==> src/core/clk_fault_pkg.sv <==
package clk_fault_pkg;

    // ------------------------------------------------------------
    // sizes
    // ------------------------------------------------------------
    localparam int NUM_INPUTS = 4;
    localparam int NUM_LOSS   = NUM_INPUTS + 1;
    localparam int MEAS_W     = 24;
    localparam int DEV_W      = MEAS_W + 1;
    localparam int PREC_THR_W = 13;
    localparam int FAST_THR_W = 14;
    localparam int LOCK_THR_W = 17;
    localparam int TIMER_W    = 24;
    localparam int STATUS_W   = 11;

    // ------------------------------------------------------------
    // units and field positions
    // ------------------------------------------------------------
    // measurements and precise thresholds are in 1/16 ppm, fast in ppm
    localparam int PPM_TO_SIXTEENTHS_SHIFT = 4;
    localparam int LOSS_POS = 0;
    localparam int DEV_POS  = 5;
    localparam int LOCK_POS = 9;
    localparam int HOLD_POS = 10;

    // ------------------------------------------------------------
    // reference select codes
    // ------------------------------------------------------------
    localparam logic [2:0] REF_SEL_OSC = 3'h4;

    // ------------------------------------------------------------
    // reset values
    // ------------------------------------------------------------
    localparam logic [STATUS_W-1:0] STATUS_RESET = 11'h000;
    localparam logic [TIMER_W-1:0]  TIMER_RESET  = 24'h000000;
    localparam logic [MEAS_W-1:0]   MEAS_RESET   = 24'h000000;

    // ------------------------------------------------------------
    // types
    // ------------------------------------------------------------
    typedef logic signed [MEAS_W-1:0] meas_t;

    typedef struct packed {
        logic                  hold;
        logic                  lock_loss;
        logic [NUM_INPUTS-1:0] freq_dev;
        logic [NUM_LOSS-1:0]   sig_loss;
    } status_t;

    typedef struct packed {
        logic [2:0]            ref_sel;
        logic                  prec_en;
        logic                  fast_en;
        logic [PREC_THR_W-1:0] prec_assert_thr;
        logic [PREC_THR_W-1:0] prec_hyst;
        logic [FAST_THR_W-1:0] fast_thr;
    } dev_cfg_t;

    typedef struct packed {
        logic [LOCK_THR_W-1:0] set_thr;
        logic [LOCK_THR_W-1:0] clr_thr;
        logic                  timer_en;
        logic [TIMER_W-1:0]    timer_len;
    } lock_cfg_t;

    typedef enum logic [1:0] {
        LK_LOCKED   = 2'h0,
        LK_LOST     = 2'h1,
        LK_CLEARING = 2'h3
    } lock_state_t;

endpackage

==> src/core/clock_fault_status_monitor.sv <==
`timescale 1ns/10ps

// What this block does
// - reference for deviation is selectable: oscillator or any one of four inputs
// - final deviation flag combines precise and fast monitor results
// - precise and fast monitors can each be disabled on their own
// - live deviation status tracks state, sticky deviation bit holds until cleared
// - precise window up to 511 ppm in 1/16 ppm steps
// - precise monitor has programmable hysteresis between assert and deassert
// - fast monitor flags a change beyond 1000 to 16000 ppm threshold
// - lock loss judged from phase detector frequency difference
// - separate set and clear comparators give lock status hysteresis
// - lock thresholds programmable from 0.1 ppm to 10000 ppm
// - optional timer delays clearing of lock loss
// - live lock loss and sticky lock loss until software clears
// - lock loss pin follows live monitor state, not sticky bit
// - interrupt asserts on signal loss, deviation, lock loss or holdover events
// - each status indicator has its own interrupt mask
// - interrupt returns inactive only after software clears or masks causing bit
// - live and sticky signal loss for each input and the oscillator
module clock_fault_status_monitor (
    // clock and reset
    input  wire logic                                  CLK,
    input  wire logic                                  RST_N,
    // frequency measurements, 1/16 ppm from nominal, index 4 is the oscillator
    input  wire clk_fault_pkg::meas_t                  MEAS [clk_fault_pkg::NUM_LOSS],
    input  wire logic                                  MEAS_VALID,
    // phase detector frequency difference magnitude, 0.1 ppm units
    input  wire logic [clk_fault_pkg::LOCK_THR_W-1:0]  PD_FREQ_DIFF,
    input  wire logic                                  PD_VALID,
    // external detector levels
    input  wire logic [clk_fault_pkg::NUM_LOSS-1:0]    SIGNAL_LOSS_IN,
    input  wire logic                                  HOLDOVER_IN,
    // configuration
    input  wire clk_fault_pkg::dev_cfg_t               DEV_CFG,
    input  wire clk_fault_pkg::lock_cfg_t              LOCK_CFG,
    input  wire logic [clk_fault_pkg::STATUS_W-1:0]    IRQ_MASK,
    input  wire logic [clk_fault_pkg::STATUS_W-1:0]    STICKY_CLEAR,
    // status
    output clk_fault_pkg::status_t                     LIVE_STATUS,
    output clk_fault_pkg::status_t                     STICKY_STATUS,
    output logic                                       LOCK_LOSS_ALARM,
    output logic                                       ALARM_IRQ_N
);

    // ------------------------------------------------------------
    // reference selection
    // ------------------------------------------------------------
    clk_fault_pkg::meas_t ref_meas;

    always_comb begin
        if (DEV_CFG.ref_sel < 3'(clk_fault_pkg::NUM_INPUTS)) begin
            ref_meas = MEAS[DEV_CFG.ref_sel[1:0]];
        end else begin
            ref_meas = MEAS[clk_fault_pkg::NUM_INPUTS];
        end
    end

    // ------------------------------------------------------------
    // per input deviation monitors
    // ------------------------------------------------------------
    logic [clk_fault_pkg::NUM_INPUTS-1:0] prec_flag;
    logic [clk_fault_pkg::NUM_INPUTS-1:0] next_prec_flag;
    logic [clk_fault_pkg::NUM_INPUTS-1:0] fast_flag;
    logic [clk_fault_pkg::NUM_INPUTS-1:0] next_fast_flag;
    logic [clk_fault_pkg::NUM_INPUTS-1:0] dev_live;
    clk_fault_pkg::meas_t                 prev_meas [clk_fault_pkg::NUM_INPUTS];
    clk_fault_pkg::meas_t                 next_prev_meas [clk_fault_pkg::NUM_INPUTS];
    logic                                 primed;
    logic                                 next_primed;

    // deassert point saturates at zero when hysteresis exceeds the window
    logic [clk_fault_pkg::PREC_THR_W-1:0] deassert_thr;
    logic [clk_fault_pkg::DEV_W-1:0]      fast_thr_scaled;

    always_comb begin
        if (DEV_CFG.prec_hyst > DEV_CFG.prec_assert_thr) begin
            deassert_thr = '0;
        end else begin
            deassert_thr = DEV_CFG.prec_assert_thr - DEV_CFG.prec_hyst;
        end
        fast_thr_scaled = clk_fault_pkg::DEV_W'(DEV_CFG.fast_thr)
                          << clk_fault_pkg::PPM_TO_SIXTEENTHS_SHIFT;
    end

    genvar gi;
    generate
        for (gi = 0; gi < clk_fault_pkg::NUM_INPUTS; gi++) begin : g_dev
            logic signed [clk_fault_pkg::DEV_W-1:0] rel;
            logic signed [clk_fault_pkg::DEV_W-1:0] step;
            logic        [clk_fault_pkg::DEV_W-1:0] rel_abs;
            logic        [clk_fault_pkg::DEV_W-1:0] step_abs;

            always_comb begin
                rel      = clk_fault_pkg::DEV_W'(MEAS[gi]) - clk_fault_pkg::DEV_W'(ref_meas);
                step     = clk_fault_pkg::DEV_W'(MEAS[gi]) - clk_fault_pkg::DEV_W'(prev_meas[gi]);
                rel_abs  = rel[clk_fault_pkg::DEV_W-1] ? -rel : rel;
                step_abs = step[clk_fault_pkg::DEV_W-1] ? -step : step;

                next_prev_meas[gi] = prev_meas[gi];
                next_prec_flag[gi] = prec_flag[gi];
                next_fast_flag[gi] = fast_flag[gi];
                if (MEAS_VALID) begin
                    next_prev_meas[gi] = MEAS[gi];
                    // window in 1/16 ppm; stays set until inside deassert point
                    if (rel_abs > clk_fault_pkg::DEV_W'(DEV_CFG.prec_assert_thr)) begin
                        next_prec_flag[gi] = 1'b1;
                    end else if (rel_abs <= clk_fault_pkg::DEV_W'(deassert_thr)) begin
                        next_prec_flag[gi] = 1'b0;
                    end
                    // first sample has no predecessor to compare against
                    next_fast_flag[gi] = primed && (step_abs > fast_thr_scaled);
                end
                if (!DEV_CFG.prec_en) begin
                    next_prec_flag[gi] = 1'b0;
                end
                if (!DEV_CFG.fast_en) begin
                    next_fast_flag[gi] = 1'b0;
                end
            end

            always_ff @(posedge CLK) begin
                if (!RST_N) begin
                    prev_meas[gi] <= clk_fault_pkg::MEAS_RESET;
                    prec_flag[gi] <= 1'b0;
                    fast_flag[gi] <= 1'b0;
                end else begin
                    prev_meas[gi] <= next_prev_meas[gi];
                    prec_flag[gi] <= next_prec_flag[gi];
                    fast_flag[gi] <= next_fast_flag[gi];
                end
            end

            assign dev_live[gi] = prec_flag[gi] | fast_flag[gi];
        end
    endgenerate

    always_comb begin
        next_primed = primed | MEAS_VALID;
    end

    always_ff @(posedge CLK) begin
        if (!RST_N) begin
            primed <= 1'b0;
        end else begin
            primed <= next_primed;
        end
    end

    // ------------------------------------------------------------
    // lock monitor
    // ------------------------------------------------------------
    clk_fault_pkg::lock_state_t           lk_state;
    clk_fault_pkg::lock_state_t           next_lk_state;
    logic [clk_fault_pkg::TIMER_W-1:0]    hold_cnt;
    logic [clk_fault_pkg::TIMER_W-1:0]    next_hold_cnt;
    logic                                 above_set;
    logic                                 below_clr;

    always_comb begin
        above_set     = PD_VALID && (PD_FREQ_DIFF > LOCK_CFG.set_thr);
        below_clr     = PD_VALID && (PD_FREQ_DIFF < LOCK_CFG.clr_thr);
        next_lk_state = lk_state;
        next_hold_cnt = hold_cnt;
        case (lk_state)
            clk_fault_pkg::LK_LOCKED: begin
                if (above_set) begin
                    next_lk_state = clk_fault_pkg::LK_LOST;
                end
            end
            clk_fault_pkg::LK_LOST: begin
                if (below_clr) begin
                    if (LOCK_CFG.timer_en && LOCK_CFG.timer_len != clk_fault_pkg::TIMER_RESET) begin
                        next_lk_state = clk_fault_pkg::LK_CLEARING;
                        next_hold_cnt = clk_fault_pkg::TIMER_RESET;
                    end else begin
                        next_lk_state = clk_fault_pkg::LK_LOCKED;
                    end
                end
            end
            clk_fault_pkg::LK_CLEARING: begin
                // a difference back at or above the clear point ends the wait and returns to lost
                if (PD_VALID && !below_clr) begin
                    next_lk_state = clk_fault_pkg::LK_LOST;
                end else if (hold_cnt >= LOCK_CFG.timer_len - 24'h000001) begin
                    next_lk_state = clk_fault_pkg::LK_LOCKED;
                end else begin
                    next_hold_cnt = hold_cnt + 24'h000001;
                end
            end
            default: begin
                next_lk_state = clk_fault_pkg::LK_LOST;
            end
        endcase
    end

    always_ff @(posedge CLK) begin
        if (!RST_N) begin
            lk_state <= clk_fault_pkg::LK_LOST;
            hold_cnt <= clk_fault_pkg::TIMER_RESET;
        end else begin
            lk_state <= next_lk_state;
            hold_cnt <= next_hold_cnt;
        end
    end

    // ------------------------------------------------------------
    // live, sticky and interrupt
    // ------------------------------------------------------------
    clk_fault_pkg::status_t live_now;
    clk_fault_pkg::status_t next_live;
    clk_fault_pkg::status_t next_sticky;
    logic                   next_irq_n;

    always_comb begin
        live_now.hold      = HOLDOVER_IN;
        live_now.lock_loss = (lk_state != clk_fault_pkg::LK_LOCKED);
        live_now.freq_dev  = dev_live;
        live_now.sig_loss  = SIGNAL_LOSS_IN;
        next_live          = live_now;
        // set wins over clear so an event in the clearing cycle survives
        next_sticky = (STICKY_STATUS & ~STICKY_CLEAR) | live_now;
        next_irq_n  = ~|(next_sticky & ~IRQ_MASK);
    end

    always_ff @(posedge CLK) begin
        if (!RST_N) begin
            LIVE_STATUS     <= clk_fault_pkg::STATUS_RESET;
            STICKY_STATUS   <= clk_fault_pkg::STATUS_RESET;
            LOCK_LOSS_ALARM <= 1'b0;
            ALARM_IRQ_N     <= 1'b1;
        end else begin
            LIVE_STATUS     <= next_live;
            STICKY_STATUS   <= next_sticky;
            LOCK_LOSS_ALARM <= live_now.lock_loss;
            ALARM_IRQ_N     <= next_irq_n;
        end
    end

endmodule // clock_fault_status_monitor

==> config.mk <==
export PLATFORM = sky130hd
export DESIGN_NAME = clock_fault_status_monitor
export DESIGN_NICKNAME = d
export VERILOG_FILES = /design/src/core/clk_fault_pkg.sv /design/src/core/clock_fault_status_monitor.sv
export SDC_FILE = /design/constraint.sdc
export NUM_CORES = 1
export LEC_CHECK = 0
export BUFFER_PORTS_ARGS = -buffer_cell sky130_fd_sc_hd__buf_4
export CAP_MARGIN = 10
export CORE_UTILIZATION = 35
export CTS_BUF_LIST = sky130_fd_sc_hd__clkbuf_4 sky130_fd_sc_hd__clkbuf_8
export CTS_CLUSTER_DIAMETER = 50
export DETAILED_ROUTE_END_ITERATION = 8
export GPL_ROUTABILITY_DRIVEN = 0
export PLACE_DENSITY = 0.5
export SYNTH_ARGS = -nofsm -noshare
export SYNTH_HDL_FRONTEND = slang
export SYNTH_SLANG_ARGS = --single-unit
export TNS_END_PERCENT = 50
==> constraint.sdc <==
create_clock -name CLK -period 14.9 [get_ports CLK]
set_input_delay 2.235 -clock CLK [delete_from_list [all_inputs] [get_ports CLK]]
set_output_delay 2.235 -clock CLK [all_outputs]
set_load 0.05 [all_outputs]
**After elaboration in Yosys (flattened, before gate mapping)**

Memories as Yosys holds them, arrays and structs flattened.
Index checks and enable logic that the tools add are counted.

- Flip-flop bits (word level): 58
- Latch bits: 0
- Memory bits (writable): 96
- Memory bits (read-only): 0
- Input bits: 273
- Output and inout bits: 24
- Word-level logic and storage cells: 150
- Memories: 1

- $add $sub $neg: 19
- $mul: 0
- Div/mod/pow operators: 0
- $lt $le $gt $ge: 18
- Equality and inequality tests: 8
- Shifts and indexed selects: 0
- Muxes and demuxes: 42
- Bitwise gates (word level): 15
- Reduce and logical (&&, ||, !) cells: 27

Memories:

| name | depth | bits a word | read ports | clocked after memory_dff | wr ports | RTL line | source |
|---|---|---|---|---|---|---|---|
| prev_meas | 4 | 24 | 4 | 0 | 4 | clock_fault_status_monitor.sv:67 | `clk_fault_pkg::meas_t prev_meas [clk_fault_pkg::NUM_INPUTS];` |

Operators with widths:

| operator | number |
|---|---|
| 2-to-1 mux 24 bit | 15 |
| 2-to-1 mux 25 bit | 8 |
| negator 25 bit | 8 |
| subtractor 24 x 24 -> 25 bit | 8 |
| greater-than comparator 25 x 13 -> 1 bit | 4 |
| greater-than comparator 25 x 18 -> 1 bit | 4 |
| less-or-equal comparator 25 x 13 -> 1 bit | 4 |
| binary-select mux 24 bit (select 3 bit) | 1 |
| case mux 24 bit (2 select lines) | 1 |
| adder 24 x 1 -> 24 bit, second input constant | 1 |
| greater-or-equal comparator 24 bit | 1 |
| nonzero test 24 bit | 1 |
| subtractor 24 x 1 -> 24 bit, second input constant | 1 |
| AND 11 bit | 2 |
| inverter 11 bit | 2 |
| greater-than comparator 17 bit | 1 |
| less-than comparator 17 bit | 1 |
| greater-than comparator 13 bit | 1 |
| 2-to-1 mux 13 bit | 1 |
| subtractor 13 bit | 1 |
| AND reduction 2 bit | 6 |
| nonzero test 2 bit | 6 |
| OR 11 bit | 1 |
| OR reduction 11 bit | 1 |
| 16 further kinds | 49 |

**Depth between registers and ports, before layout**

Gate-level depths: netlist of the first run.

- Depth in word-level cells: 11
- Gate-level depth with buffers: 28
- Mapped depth without buffers: 25

**Worst setup path after synthesis of the first run**

Ideal clock, no wire load.

- Path type: input-to-reg
- Start: in DEV_CFG[43] (netlist bit)
- End: reg prec_flag[3] (netlist bit)
- Library setup time: 126 ps
- Arrival time: 8369 ps
- Required time: 14774 ps
- Path slack: 6404 ps
- Stages on the path: 27
- Path buffers: 4
- Cell sequence: clkbuf_1 buf_1 mux4_2 mux2i_1 ha_1 buf_2 o21ai_0 a2111oi_0 o311ai_1 a221oi_1 nor2_1 o41ai_2 buf_2 nor2_1 a21oi_1 ha_1 nor2b_1 o21a_1 o21a_1 o211ai_1 a21oi_1 a211o_1 a31oi_1 o22ai_1 a221o_1 nor3_1 a31oi_1

- Word-level cells in the longest chain between the ends: 11
- Elaborated cells on any way between the ends: 14
- Those cells by class: add/sub (2); order compare (3); mux (6); bitwise (1); reduce/logical (2)

RTL lines:

| item | RTL line | source |
|---|---|---|
| start: declaration | clock_fault_status_monitor.sv:35 | `input wire clk_fault_pkg::dev_cfg_t DEV_CFG,` |
| inverter 2 -> 3 bit (implied by the code) | clock_fault_status_monitor.sv:53 | `ref_meas = MEAS[DEV_CFG.ref_sel[1:0]];` |
| binary-select mux 24 bit (select 3 bit) | clock_fault_status_monitor.sv:53 |  |
| 2-to-1 mux 24 bit (implied by the code) (2 in a row) | clock_fault_status_monitor.sv:53 |  |
| 2-to-1 mux 24 bit * | clock_fault_status_monitor.sv:52 | `if (DEV_CFG.ref_sel < 3'(clk_fault_pkg::NUM_INPUTS)) begin` |
| subtractor 24 x 24 -> 25 bit * | clock_fault_status_monitor.sv:95 | `rel = clk_fault_pkg::DEV_W'(MEAS[gi]) - clk_fault_pkg::DEV_W'(ref_meas);` |
| negator 25 bit | clock_fault_status_monitor.sv:97 | `rel_abs = rel[clk_fault_pkg::DEV_W-1] ? -rel : rel;` |
| 2-to-1 mux 25 bit * | clock_fault_status_monitor.sv:97 |  |
| greater-than comparator 25 x 13 -> 1 bit or less-or-equal comparator 25 x 13 -> 1 bit (tied branches) | clock_fault_status_monitor.sv:106, clock_fault_status_monitor.sv:108 |  |
| nonzero test 2 bit (no source line) | n/a |  |
| AND reduction 2 bit (no source line) | n/a |  |
| end signal: indexed assignment | clock_fault_status_monitor.sv:129 | `prec_flag[gi] <= next_prec_flag[gi];` |
| end: declaration | clock_fault_status_monitor.sv:62 | `logic [clk_fault_pkg::NUM_INPUTS-1:0] prec_flag;` |

Mark *: on every way between the ends. The rest lies on a longest branch, timed or not. The select of a mux whose other input is x is not followed.
A chain may end at the register's enable or synchronous reset.

**Worst setup path after layout of the first run**

Ends and elaborated chain as after synthesis.

==> results of run 1 <==
registers in the layout, summed over array words and instances (netlist names):
name             cells
ALARM_IRQ_N          1
prec_flag            4
LIVE_STATUS         10
STICKY_STATUS       11
prev_meas           96
fast_flag            4
primed               1
LOCK_LOSS_ALARM      1
lk_state             2
hold_cnt            24
worst max-delay path, delay by kind of cell:
family / cells / cell delay, ps
AOI/OAI and AO/OA: 14 / 3680
adders and majority gates: 2 / 780
buffers and inverters: 3 / 910
muxes: 2 / 970
and+or+nand+nor: 5 / 630
cell type report:
class,count,area [um2]
Fill cell,8746,49540
Multi-Input combinational cell,3378,24470
Sequential cell,154,3083
Timing Repair Buffer,312,2346
Tap cell,1070,1339
Inverter,269,1012
Clock buffer,22,290.3
Clock inverter,10,163.9
Antenna cell,1,2.502
kinds of logic after synthesis:
group,count (synthesis),share of synthesized area [%]
xor gates and xnor gates,271,8.136
AOI/OAI and AO/OA,1104,25.32
muxes,166,6.755
DFF,154,10.57
adders and majority gates,442,19.19
buffers and inverters,421,5.567
and+or+nand+nor,1395,24.47
power by group through the flow:
stage | Combinational (uW) | Sequential [uW] | Clock, uW
2_1_floorplan | 1450 | 467 | 0
3_3_place_gp | 2010 | 456 | 0
3_5_place_dp | 2010 | 457 | 0
4_1_cts | 2030 | 447 | 414
5_1_grt | 2270 | 450 | 424
6_report | 2050 | 448 | 399
cell usage after synthesis, drive strengths merged, types with 37 or more instances:
| cell type | instances |
|---|---|
| dfxtp | 154 |
| mux2i | 135 |
| xnor2 | 164 |
| nand2 | 273 |
| o21a | 63 |
| or3 | 52 |
| nor3 | 90 |
| and3 | 37 |
| a31oi | 50 |
| nand3 | 124 |
| o21ai | 216 |
| clkbuf | 118 |
| ha | 433 |
| a211oi | 44 |
| xor2 | 107 |
| nand4 | 75 |
| a21oi | 281 |
| o211ai | 53 |
| nor2b | 65 |
| nor2 | 391 |
| nand2b | 54 |
| a21o | 113 |
| inv | 268 |
routing by layer:
metal	share of wire, %	vias to the layer above	global-route usage (%)
met4	2.8	6	7.472
li1	-	14990	-
met3	6.8	148	3.732
met2	43	1009	41.68
met1	47	14490	37.39
met5	0.030	-	0
how the worst max path moves through the flow:
stage                   endpoint         from  slack [ps]
finish              prec_flag[3]  DEV_CFG[43]        6150
global route        prec_flag[3]  DEV_CFG[43]        5670
CTS                 prec_flag[3]  DEV_CFG[43]        6200
detailed placement  prec_flag[3]  DEV_CFG[43]        5550
global placement    prec_flag[3]  DEV_CFG[43]        5630
floorplan           prec_flag[3]  DEV_CFG[43]        6400
through the flow:
stage	hold slack (ps)	cell area (um2)	setup WS [ps]
after global placement	472.2	32250	5625
after detailed placement	470.6	32250	5555
after floorplan	443.5	29170	6404
final	488.6	32700	6154
after CTS	497.5	32700	6203
after global routing	512.9	32700	5669
==> impl_metrics.json, run 1 <==
{
  "port_buffers": 296,
  "cts_setup_buffers": 0,
  "r2r_start": "prev_meas[2][0]",
  "r2r-end": "fast_flag[2]",
  "crit_required_ps": 15390,
  "arrival_ps": 9240,
  "max_slew_margin_pct": 15.39,
  "coreArea_mm2": 0.08224,
  "p_int_uw": 1448,
  "firstDrtPassIters": 6,
  "synth_top_area_share_pct": 18.57,
  "final_cell_mix": "ha_1 (433), nor2_1 (391), buf_4 (311)",
  "grt-ovfl-total": 0,
  "swShare_pct": 50.10,
  "max_stage_delay_ps": 750,
  "antenna_left": 0,
  "die-area_mm2": 0.08451,
  "async_reset_ff_share_pct": 0,
  "synth-edff-count": 0,
  "placedCellCount": 5183,
  "post-route-util_pct": 39.77,
  "grt_pass1_vias": 27990,
  "yosysWarnings": 0,
  "start_kind": "input port",
  "fp.dieW_um": 290.7,
  "ff2ff_setup_slack_ps": 9110,
  "vias_per_cell": 5.874,
  "status": "finished, final reports clean",
  "fin_crit_ps": 8746,
  "post_cts_resize_count": 0,
  "layout-drive-gt1-share_pct": 10.59,
  "stdcell_count": 5216,
  "mostFrequentLayoutCell": "ha_1",
  "wl_um": 115800,
  "ys_seq_area_share_pct": 10.57,
  "power_switching_uw": 1454,
  "wl_per_cell_um": 22.20,
  "cts_inserted_buffers": 17,
  "synthTopCellsByArea": "ha_1 (19%), dfxtp_1 (11%), nor2_1 (5.0%)",
  "syn_to_final_growth_pct": 12.10,
  "finalHoldViolations": 0,
  "finalSetupViolations": 0,
  "rsz0062_at_grt": "no",
  "power_frac_comb_pct": 70.8,
  "power_density_mw_per_mm2": 88.71,
  "die_y_um": 290.7,
  "r2r_cells": 21,
  "root_buffer": "clkbuf_8",
  "fin_skew_ps": 30.77,
  "nets": 4847,
  "cts_hold_buffers": 0,
  "end_kind": "register",
  "io_pins": 297,
  "syn_inst": 3953,
  "drt-initial-drc-count": 2562,
  "cts_tree": "built",
  "grt_antenna_before_repair": 3,
  "holdPathStages": 2,
  "peakVddDrop_v": 0.00007365,
  "std_cell_rows": 105,
  "fmax_mhz": 114.3,
  "cp_slowest_cell": "a2111oi_0",
  "start_util_pct": 35.47,
  "cts_sinks": 154,
  "worst_pin_slew_ps": 1234,
  "synth_nets": 4668,
  "synth.ff_latch_count": 154,
  "maxCapViolations": 0,
  "timing.final.crit_share_pct": 58.70,
  "yosys.area.top_type": "ha_1",
  "power_frac_clock_pct": 13.8,
  "insertion_delay_ps": 590,
  "holdCritPathClass": "register to register",
  "dpl.hpwl_um": 96360,
  "clock_path_buffers": 2,
  "clkTransAtPathRegs_ps": 120,
  "crit_fanout": 24,
  "whs_endpoint": "fast_flag[0]",
  "num_vias": 30640,
  "seqPwrFrac_pct": 15.4,
  "syn_avg_cell_area_um2": 7.380,
  "drcViolationCount": 0,
  "hold_start": "fast_flag[0]",
  "drv_slew": 0,
  "synthesis.area_mm2": 0.02917,
  "cts_max_level": 4,
  "synth-main-ff-cell": "dfxtp_1",
  "critical_path_class": "input port to register",
  "p_leak_uw": 0.01412,
  "grt_start_max_net_pins": 74,
  "track_usage_pct": 26.52,
  "synth_cell_types": 104,
  "setup_tns_ps": 0,
  "finalPower_uw": 2901,
  "grt_pass1_wl_um": 172200
}
(Power assumes the default switching activity.)
==> run 2: changes to the inputs <==
- clock period: 14.9 -> 8.6 ns (I/O delays scaled with it)
==> run 2 against run 1 <==
Effect of this change:
- non-clock buffer count up 16
- combinational power up 74%
- global-route usage up 0.47 points
- via count down 0.60%
- routed wire length up 0.95%
- clock-buffer cell count down 3
- worst setup slack worse by 4800 ps
- critical path depth unchanged
- largest cell class unchanged
==> impl_metrics.json, run 2 (same netlist as run 1, synthesis figures left out) <==
{
  "num_vias": 30460,
  "r2r-end": "fast_flag[2]",
  "wl_met2_um": 50660,
  "stdcell_count": 5234,
  "drv_slew": 0,
  "grt_antenna_before_repair": 5,
  "std_cell_rows": 105,
  "clock_path_buffers": 2,
  "grt_pass1_wl_um": 174500,
  "root_buffer": "clkbuf_8",
  "port_buffers": 296,
  "start_kind": "input port",
  "p_int_uw": 2423,
  "die-area_mm2": 0.08451,
  "final_cell_mix": "ha_1 (433), nor2_1 (391), buf_4 (327)",
  "holdCritPathClass": "register to register",
  "cts_tree": "built",
  "start_util_pct": 35.47,
  "coreArea_mm2": 0.08224,
  "antenna_left": 0,
  "placedCellCount": 5199,
  "cts_max_level": 4,
  "fin_crit_ps": 7295,
  "finalHoldViolations": 0,
  "cts_sinks": 154,
  "max_slew_margin_pct": 20.25,
  "status": "finished, final reports clean",
  "post-route-util_pct": 39.86,
  "mostFrequentLayoutCell": "ha_1",
  "cts_setup_buffers": 0,
  "dpl.hpwl_um": 97360,
  "insertion_delay_ps": 590,
  "power_frac_clock_pct": 12.8,
  "clkTransAtPathRegs_ps": 120,
  "crit_fanout": 24,
  "layout-drive-gt1-share_pct": 10.93,
  "met3_length_um": 8138,
  "io_pins": 297,
  "finalSetupViolations": 0,
  "power_density_mw_per_mm2": 152.0,
  "power_frac_comb_pct": 71.6,
  "peakVddDrop_v": 0.0001124,
  "die_y_um": 290.7,
  "drt-initial-drc-count": 2341,
  "firstDrtPassIters": 6,
  "wl_per_cell_um": 22.33,
  "crit_end": "prec_flag[3]",
  "timing.final.crit_share_pct": 84.83,
  "cts_inserted_buffers": 17,
  "ff2ff_setup_slack_ps": 2850,
  "worst_pin_slew_ps": 1163,
  "maxUsedRoutingLayer": "met5",
  "track_usage_pct": 26.99,
  "vias_per_cell": 5.819,
  "end_kind": "register",
  "m1WireLength_um": 53370,
  "swShare_pct": 51.38,
  "largest_reg_flops": 96,
  "arrival_ps": 7790,
  "r2r_start": "prev_meas[2][0]",
  "grt_pass1_vias": 28430,
  "fmax_mhz": 137.1,
  "syn_to_final_growth_pct": 12.37,
  "seqPwrFrac_pct": 15.6,
  "crit_required_ps": 9090,
  "drcViolationCount": 0,
  "rsz0062_at_grt": "no",
  "r2r_cells": 21,
  "p_leak_uw": 0.01418,
  "cts_hold_buffers": 0,
  "setup_tns_ps": 0,
  "nets": 4863,
  "post_cts_resize_count": 0,
  "grt-ovfl-total": 0,
  "maxCapViolations": 0,
  "fp.dieW_um": 290.7,
  "critical_path_class": "input port to register",
  "grt_start_max_net_pins": 70,
  "top_register": "prev_meas",
  "fin_skew_ps": 23.71,
  "critPathLaunch": "DEV_CFG[43]",
  "power_switching_uw": 2561,
  "reg_top3": "prev_meas x96, hold_cnt x24, STICKY_STATUS x11",
  "wl_um": 116900
}
[run 2: how the worst min path moves through the flow]
stage | to | startpoint | slack, ps | cells past startpoint
after floorplan | fast_flag[0] | fast_flag[0] | 440 | 2
after global placement | fast_flag[0] | fast_flag[0] | 470 | 2
after detailed placement | fast_flag[0] | fast_flag[0] | 470 | 2
after CTS | primed | primed | 490 | 2
after global routing | prev_meas[0][8] | prev_meas[0][8] | 520 | 2
final | fast_flag[0] | fast_flag[0] | 490 | 2
[run 2: cell type report]
cell class              count  area [um2]
fillers                  8686       49460
multi-input cells        3378       24470
flip-flops and latches    154        3083
repair buffers            328        2466
well taps                1070        1339
inverters                 269        1012
clock buffers              19       255.2
clock inverters            13       153.9
diodes                      3       7.507
[run 2: per-layer routing]
metal / GRT usage, % / vias to the layer above
met2: 42.13 / 935
met4: 10.49 / 2
met3: 5.070 / 151
li1: - / 15050
met5: 1.531 / -
met1: 36.33 / 14320
[run 2: power groups by stage]
stage,sequential [uW],combinational (uW),clock (uW)
floorplan,810,2520,0
global placement,791,3510,0
detailed placement,791,3510,0
CTS,775,3530,661
global route,779,3970,683
finish,775,3570,640
[run 2: stage by stage]
step           setup WS [ps]  power [uW]  hold WS [ps]  instance area [um2]
5_1_grt                854.8        5432         518.2                32780
3_3_place_gp           794.8        4299         470.5                32370
3_5_place_dp           787.9        4297         468.7                32370
2_1_floorplan           1049        3327         443.5                29170
6_report                1305        4984         487.5                32780
4_1_cts                 1438        4966         493.4                32780
[run 2: critical path: stages]
cell,delay [ps]
buf_4,370
mux4_2,550
mux2i_1,450
ha_1,460
o21ai_0,150
a2111oi_0,640
o311ai_1,200
buf_4,190
a221oi_1,380
nor2_1,120
o41ai_2,450
buf_4,230
nor2_1,40
a21oi_1,190
ha_1,280
nor2b_1,140
o21a_1,160
o21a_1,170
o211ai_1,150
a21oi_1,80
a211o_1,230
a31oi_1,180
o22ai_1,160
a221o_1,290
nor3_1,130
a31oi_1,100
